--- src/pcr_pkg.sv ---
// Purpose: constants for the pll counter reset / charge pump hi-z control block
// Assumes: avalon-mm word addressing in bytes, 32-bit data
// Notes:   one clock domain at 100 MHz

package pcr_pkg;
   // ****************************************
   // register map
   // ****************************************
   localparam logic [3:0] PCR_CTRL_OFS    = 4'h0;
   localparam logic [3:0] PCR_STAT_OFS    = 4'h4;
   localparam logic [3:0] PCR_PWR_OFS     = 4'h8;

   // ****************************************
   // control field positions
   // ****************************************
   localparam int PCR_MAIN_CP_HIZ_BIT     = 0;
   localparam int PCR_AUX_CP_HIZ_BIT      = 1;
   localparam int PCR_MAIN_CNT_RST_BIT    = 2;
   localparam int PCR_AUX_CNT_RST_BIT     = 3;
   localparam int PCR_PWR_UP_BIT          = 0;

   // ****************************************
   // reset values and timing
   // ****************************************
   localparam logic [3:0] PCR_CTRL_RST    = 4'h0;
   localparam logic       PCR_PWR_RST     = 1'b0;
   localparam int         PCR_PU_RST_NS   = 100;
   localparam int         PCR_CLK_NS      = 10;
   localparam logic [3:0] PCR_PU_RST_CYC  = 4'((PCR_PU_RST_NS + PCR_CLK_NS - 1) / PCR_CLK_NS);
endpackage

--- src/pcr_pu_timer.sv ---
// Purpose: stretch a power-up event into a counter reset pulse
// Assumes: start is a one-cycle pulse
// Notes:   a start during a running pulse restarts it

`timescale 1ns/10ps
module pcr_pu_timer
   import pcr_pkg::*;
(
   input  wire logic clk_sys_i,
   input  wire logic sys_rst_i,
   input  wire logic start_i,
   output logic      busy_o
);
   logic [3:0] cnt_r;
   logic [3:0] cnt_nxt;

   always_comb begin
      cnt_nxt = cnt_r;
      if (start_i) begin
         cnt_nxt = PCR_PU_RST_CYC;
      end else if (cnt_r != 4'h0) begin
         cnt_nxt = cnt_r - 4'h1;
      end
   end

   always_ff @(posedge clk_sys_i or posedge sys_rst_i) begin
      if (sys_rst_i) begin
         cnt_r <= 4'h0;
      end else begin
         cnt_r <= cnt_nxt;
      end
   end

   assign busy_o = (cnt_r != 4'h0);
endmodule

--- src/pcr_ctrl.sv ---
// Purpose: per-pll counter reset and charge pump hi-z control, avalon-mm slave
// Assumes: chip enable pin synchronous to clk_sys_i
// Notes:   waitrequest low one cycle after request; outputs registered
//
// Behaviour
// RULE1: aux reset bit resets aux counters, hi-z pump
// RULE2: aux reset bit defaults zero, normal run
// RULE3: main reset bit resets main counters, hi-z pump
// RULE4: main reset bit defaults zero
// RULE5: power-up by software or pin resets counters
// RULE6: main disable bit hi-z pump, counters run
// RULE7: main disable bit defaults zero
// RULE8: aux disable bit hi-z pump, counters run
// RULE9: aux disable bit defaults zero
// RULE10: hi-z on either bit; reset only on reset

`timescale 1ns/10ps
module pcr_ctrl
   import pcr_pkg::*;
(
   input  wire logic        clk_sys_i,
   input  wire logic        sys_rst_i,
   input  wire logic [3:0]  avs_address_i,
   input  wire logic        avs_read_i,
   input  wire logic        avs_write_i,
   input  wire logic [31:0] avs_writedata_i,
   output logic [31:0]      avs_readdata_o,
   output logic             avs_waitrequest_o,
   input  wire logic        chip_en_i,
   output logic             main_counter_rst_o,
   output logic             aux_counter_rst_o,
   output logic             main_cp_hiz_o,
   output logic             aux_cp_hiz_o,
   output logic             powered_o
);
   // ****************************************
   // state
   // ****************************************
   logic [3:0]  ctrl_r;
   logic [3:0]  ctrl_nxt;
   logic        sw_pu_r;
   logic        sw_pu_nxt;
   logic        ce_r;
   logic        pwr_r;
   logic        ack_r;
   logic        ack_nxt;
   logic [31:0] rd_r;
   logic [31:0] rd_nxt;
   logic        pu_busy;
   logic        pu_start;
   logic        pwr_now;
   logic        main_rst_nxt;
   logic        aux_rst_nxt;
   logic        main_hiz_nxt;
   logic        aux_hiz_nxt;
   logic        req;

   assign req      = (avs_read_i | avs_write_i) & ~ack_r;
   // power is on only while both software and the pin ask for it
   assign pwr_now  = sw_pu_r & ce_r;
   assign pu_start = pwr_now & ~pwr_r; // RULE5

   pcr_pu_timer u_pu_timer (
      .clk_sys_i (clk_sys_i),
      .sys_rst_i (sys_rst_i),
      .start_i   (pu_start),
      .busy_o    (pu_busy)
   );

   // ****************************************
   // register bus
   // ****************************************
   always_comb begin
      ctrl_nxt  = ctrl_r;
      sw_pu_nxt = sw_pu_r;
      ack_nxt   = req;
      rd_nxt    = rd_r;
      // write lands at the answer edge, the one the master sees as done
      if (ack_r && avs_write_i) begin
         unique case (avs_address_i)
            PCR_CTRL_OFS: ctrl_nxt  = avs_writedata_i[3:0];
            PCR_PWR_OFS:  sw_pu_nxt = avs_writedata_i[PCR_PWR_UP_BIT];
            default:      ctrl_nxt  = ctrl_r;
         endcase
      end
      if (req && avs_read_i) begin
         unique case (avs_address_i)
            PCR_CTRL_OFS: rd_nxt = {28'h0, ctrl_r};
            PCR_STAT_OFS: rd_nxt = {27'h0, powered_o, aux_cp_hiz_o, main_cp_hiz_o,
                                    aux_counter_rst_o, main_counter_rst_o};
            PCR_PWR_OFS:  rd_nxt = {31'h0, sw_pu_r};
            default:      rd_nxt = 32'h0;
         endcase
      end
   end

   // ****************************************
   // pll control outputs
   // ****************************************
   always_comb begin
      // counters only reset by reset bits or the power-up pulse, never by hi-z bits
      main_rst_nxt = ctrl_r[PCR_MAIN_CNT_RST_BIT] | pu_busy;   // RULE3 RULE5 RULE10
      aux_rst_nxt  = ctrl_r[PCR_AUX_CNT_RST_BIT] | pu_busy;    // RULE1 RULE5 RULE10
      main_hiz_nxt = main_rst_nxt | ctrl_r[PCR_MAIN_CP_HIZ_BIT]; // RULE3 RULE6 RULE10
      aux_hiz_nxt  = aux_rst_nxt | ctrl_r[PCR_AUX_CP_HIZ_BIT];   // RULE1 RULE8 RULE10
   end

   always_ff @(posedge clk_sys_i or posedge sys_rst_i) begin
      if (sys_rst_i) begin
         ctrl_r             <= PCR_CTRL_RST; // RULE2 RULE4 RULE7 RULE9
         sw_pu_r            <= PCR_PWR_RST;
         ce_r               <= 1'b0;
         pwr_r              <= 1'b0;
         ack_r              <= 1'b0;
         rd_r               <= 32'h0;
         avs_waitrequest_o  <= 1'b1;
         main_counter_rst_o <= 1'b0;
         aux_counter_rst_o  <= 1'b0;
         main_cp_hiz_o      <= 1'b0;
         aux_cp_hiz_o       <= 1'b0;
         powered_o          <= 1'b0;
      end else begin
         ctrl_r             <= ctrl_nxt;
         sw_pu_r            <= sw_pu_nxt;
         ce_r               <= chip_en_i;
         pwr_r              <= pwr_now;
         ack_r              <= ack_nxt;
         rd_r               <= rd_nxt;
         avs_waitrequest_o  <= ~ack_nxt;
         main_counter_rst_o <= main_rst_nxt;
         aux_counter_rst_o  <= aux_rst_nxt;
         main_cp_hiz_o      <= main_hiz_nxt;
         aux_cp_hiz_o       <= aux_hiz_nxt;
         powered_o          <= pwr_now;
      end
   end

   assign avs_readdata_o    = rd_r;
endmodule

--- config.mk ---
export PLATFORM = sky130hd
export DESIGN_NAME = pcr_ctrl
export DESIGN_NICKNAME = d
export VERILOG_FILES = /design/src/pcr_pkg.sv /design/src/pcr_pu_timer.sv /design/src/pcr_ctrl.sv
export SDC_FILE = /design/constraint.sdc
export NUM_CORES = 1
export LEC_CHECK = 0
export ABC_CLOCK_PERIOD_IN_PS = 1700
export BUFFER_PORTS_ARGS = -buffer_cell sky130_fd_sc_hd__buf_4
export CORE_MARGIN = 1.5
export CORE_UTILIZATION = 41
export CTS_CLUSTER_DIAMETER = 30
export CTS_CLUSTER_SIZE = 30
export DETAILED_ROUTE_END_ITERATION = 12
export PLACE_DENSITY_LB_ADDON = 0.25
export SLEW_MARGIN = 20
export SYNTH_ARGS = -nofsm -noshare
export SYNTH_HDL_FRONTEND = slang
export SYNTH_SLANG_ARGS = --single-unit
--- constraint.sdc ---
create_clock -name clk_sys_i -period 1.7 [get_ports clk_sys_i]
set_input_delay 0 -clock clk_sys_i [delete_from_list [all_inputs] [get_ports clk_sys_i]]
set_output_delay 0 -clock clk_sys_i [all_outputs]
set_load 0.02 [all_outputs]
==> results <==
- The cell area that synthesis handed to floorplanning was 1160 sq um.
- In the synthesized netlist the async set-or-reset flop fraction comes to 1.00.
- Of the available clock period, the critical path in the final layout requires 0.891.
- The static leakage is 0.685 nW.
- The internal power consumption is approximately 1.1 mW.
- The dominant delay contributor by cell family on the critical path is simple AND/OR/NAND/NOR gates.
- The floorplan step set the die height to 56.1 um.
- The combinational cell fraction of total power is 0.327.
- Clock tree synthesis inserted a total of 3 buffers.
- The number of enable-type register cells in the synthesized netlist is 0.
- The critical path data required time is about 1900 ps.
- The share of power burned in registers is 0.439.
- The clock tree skew after final layout is ~0.94 ps.
- The count of placed standard cells in the final layout, fillers left out is 167.
- The number of endpoints failing setup at the final stage is 0.
- STA classifies the critical path startpoint as a flip-flop.
- For this run the aggregate overflow at the end of global routing stands at 0.
- The minimum clock period is 1510 ps.
- CTS placed an instance of clkbuf_4 at the clock tree root.
- The final hold slack is 20.8 ps.
- Buffers placed on the I/O ports in this run total 23.
- Wires add up to 1810 um.
- The maximum buffer depth of the clock tree is 2.
- The count of placed standard cells including taps is 156.
- The number of nets in the layout is 180.
- The combined area of the multi-input logic cells is 468 sq um.
- After routing, the total negative slack on setup checks comes to 0 ps.
- The top cell types in the final layout, fill and taps aside, are conb_1 (27), buf_4 (24), dfrtp_1 (21).
- The number of standard cells after synthesis is 104.
- The die span in x is 56.1 um.
- Dividing the synthesized area by the synthesized cell count gives 11.1 sq um.
- At the later pin of the worst-skew pair, clock insertion delay measures about 300 ps.
- Clock-pin slew was measured on the worst setup and hold paths at 120 ps.
- Along the worst hold path, the cell count comes to 3.
- Across all layers, the routed design uses 740 vias.
- Leaving out fill and tap cells, the most frequent cell in the layout is conb_1.
- The kind of capture point of the worst setup path is a flip-flop.
- By area, the combinational part of the netlist is dominated by buffers and inverters.
- In this run the worst hold path is classified as in2reg.
- The number of buffers and inverters on the critical path is 1.
- The wire length of the first global-routing pass is ~3000 um.
- Across the run, the number of max-cap violations was 0.
- The clock sink count is 22.
- Of the total synthesized cell area, the portion taken by AND, OR, NAND and NOR gates is 0.139.
- The final estimated routing congestion in global placement is 0.768.
- The switching part of the total power is 0.317.
- The yosys synthesis warning count is 0.
- The first detailed-routing pass ran for 4 iterations.
- The number of vias per cell after detailed routing is about 4.4.
- The number of global-route vias before repair came to between 600 and 700.
- The portion of netlist area occupied by mux cells is 0.0920.
- On the worst path, the slowest cell contributes a delay of 390 ps.
- The starting density of the core is 0.427.
- In the final routed layout, each cell accounts on average for 10.8 um.
- In this run the most critical hold path is launched from avs_read_i.
- The placeable core area is 2710 sq um.
- Counting cells, the worst reg-to-reg path comes to 5.
- The count of cell types in the netlist is 27.
- The critical-path maximum fanout is 5.
- The area fraction in compound gates after synthesis is 0.0498.
- The filler cells instantiated in the layout total 264.
- Registers take 552 sq um.
- The floorplan die area is about 3100 sq um.
- The area overhead of the layout relative to synthesis is 19.0%.
- The total of hold buffers inserted after clock tree synthesis is 7.
- Buffers added to address setup during post-CTS repair amount to 0.
- The number of failing hold endpoints at the final stage was 0.
- The arrival time at the worst endpoint is 1710 ps.
- The setup slack on the worst flop-to-flop path is 190 ps.
- The remaining routing DRC violations is 0.
- The count of final max-slew check failures is 0.
- The number of DRC violations after detailed-routing iteration 0 is 10.
- The slowest stage of the critical path belongs to the cell dfrtp_1.
- The worst hold path terminates at avs_waitrequest_o$_DFF_PP1_.
- In this run the power spent charging and discharging nets is 531 uW.
- Of the cells placed in the final design, the portion with a size suffix greater than 1 is 0.301.
- IR analysis of the VDD net gives a maximum drop of 0.836 mV.
- The synthesized-area fraction occupied by adder cells is 0.0216.
- The worst reg2reg path endpoint is aux_cp_hiz_o$_DFF_PP0_.
- The pin count of the biggest net entering global routing is 23.
- The post-synthesis sequential area ratio is 0.477.
- The critical path goes through inv_1 > ha_1 > nor3b_4 > nand2b_2 > or2_2.
- The post-cts resize count is 0.
- The completed layout was analyzed and its total power is 1.68 mW.
- The most used flip-flop cell after synthesis is dfrtp_1.
- The register bit total from synthesis is 22.
- Of the total synthesized cell area, the portion taken by XOR and XNOR cells is 0.0152.
- In the global route stage, overall resource usage came out at 0.124.
- The antenna cell count is 0.
- TritonCTS built the clock tree.
- In this run the count of I/O pins placed on the die edge is 79.
- At the end of the flow the core is filled with cells to 0.508.
- Based on the critical path, the design can be clocked at up to between 0.6 and 0.7 GHz.
- The startpoint of the worst register-to-register path is u_pu_timer.cnt_r[0]$_DFFE_PP0P_.
- The power share of the clock group is 0.233.
- The flow ran to the end, and the final reports show no timing, DRC or antenna violations.
- The sum of net half-perimeters after detailed placement is roughly 1400 um.
- The initial antenna violation count was 0.
- The total number of placement rows is 19.
- The critical path class is reg2reg.
- Power spread over the standard cell area amounts to 1220 nW/um^2.
- The H-tree depth is 1.
- Setup repair after global routing left no endpoint under its margin.
- The count of antenna-violating nets left after detailed routing is 0.
[kinds of logic after synthesis]
group / count (synthesis)
AO/OA/AOI/OAI: 7
XOR/XNOR: 2
adder cells (fa/ha/maj): 2
buffers and inverters: 33
flip-flops: 22
multiplexers: 10
other: 1
AND/OR/NAND/NOR: 27
[state kept, by name, summed over array words and instances (netlist names)]
signal / count
avs_readdata_o: 5
ctrl_r: 4
u_pu_timer.cnt_r: 4
ack_r: 1
aux_counter_rst_o: 1
aux_cp_hiz_o: 1
avs_waitrequest_o: 1
ce_r: 1
main_counter_rst_o: 1
main_cp_hiz_o: 1
pwr_r: 1
sw_pu_r: 1
[how the worst max path moves through the flow]
stage,from,endpoint,cells past startpoint
2_1_floorplan,u_pu_timer.cnt_r[0]$_DFFE_PP0P_,aux_cp_hiz_o$_DFF_PP0_,5
3_3_place_gp,u_pu_timer.cnt_r[0]$_DFFE_PP0P_,main_cp_hiz_o$_DFF_PP0_,5
3_5_place_dp,u_pu_timer.cnt_r[0]$_DFFE_PP0P_,aux_cp_hiz_o$_DFF_PP0_,5
4_1_cts,u_pu_timer.cnt_r[0]$_DFFE_PP0P_,aux_cp_hiz_o$_DFF_PP0_,5
5_1_grt,u_pu_timer.cnt_r[0]$_DFFE_PP0P_,aux_cp_hiz_o$_DFF_PP0_,5
6_report,u_pu_timer.cnt_r[0]$_DFFE_PP0P_,aux_cp_hiz_o$_DFF_PP0_,5
[cells in the mapped netlist, types with 2 or more instances]
cell type,instances,area share
mux2_2,5,0.049
nand2b_2,2,0.015
or3_1,2,0.011
nor3_1,3,0.013
xnor2_1,2,0.015
inv_1,4,0.013
nor2_1,4,0.013
mux2i_1,5,0.043
nand2_1,5,0.016
or2_2,3,0.016
o31ai_1,4,0.026
nand4_1,2,0.011
dfrtp_1,21,0.45
nor2b_1,2,0.011
ha_1,2,0.022
buf_4,27,0.18
[area by class of cell]
class	instances	area share
well taps	31	0.0282
flip-flops and latches	22	0.401
repair buffers	31	0.182
clock buffers	3	0.0164
clock inverters	1	0.0218
inverters	4	0.0109
multi-input cells	75	0.340
[power groups by stage]
| stage | Sequential, mW | Clock [mW] | Combinational, mW |
|---|---|---|---|
| after global routing | 0.755 | 0.423 | 0.605 |
| final | 0.737 | 0.391 | 0.549 |
| after global placement | 0.739 | 0 | 0.519 |
| after floorplan | 0.779 | 0 | 0.394 |
| after CTS | 0.734 | 0.409 | 0.554 |
| after detailed placement | 0.745 | 0 | 0.541 |
[through the flow]
step	instance area [sq um]	setup WS [ps]
floorplan	1250	325
global placement	1250	244
detailed placement	1250	203
CTS	1380	187
global route	1380	87.5
finish	1380	186
[layer usage]
layer | global-route usage | vias to the layer above | wire (um)
met3 | 0.0558 | 2 | 145
met4 | 0.0204 | 0 | 8
li1 | - | 352 | -
met1 | 0.149 | 349 | 744
met5 | 0 | - | 0
met2 | 0.208 | 37 | 909
[tightest hold or removal path, stage by stage]
cell	delay [ps]
buf_4	110
nor2_1	70
or2_2	110
Note: power is estimated with default switching activity, not from simulation.
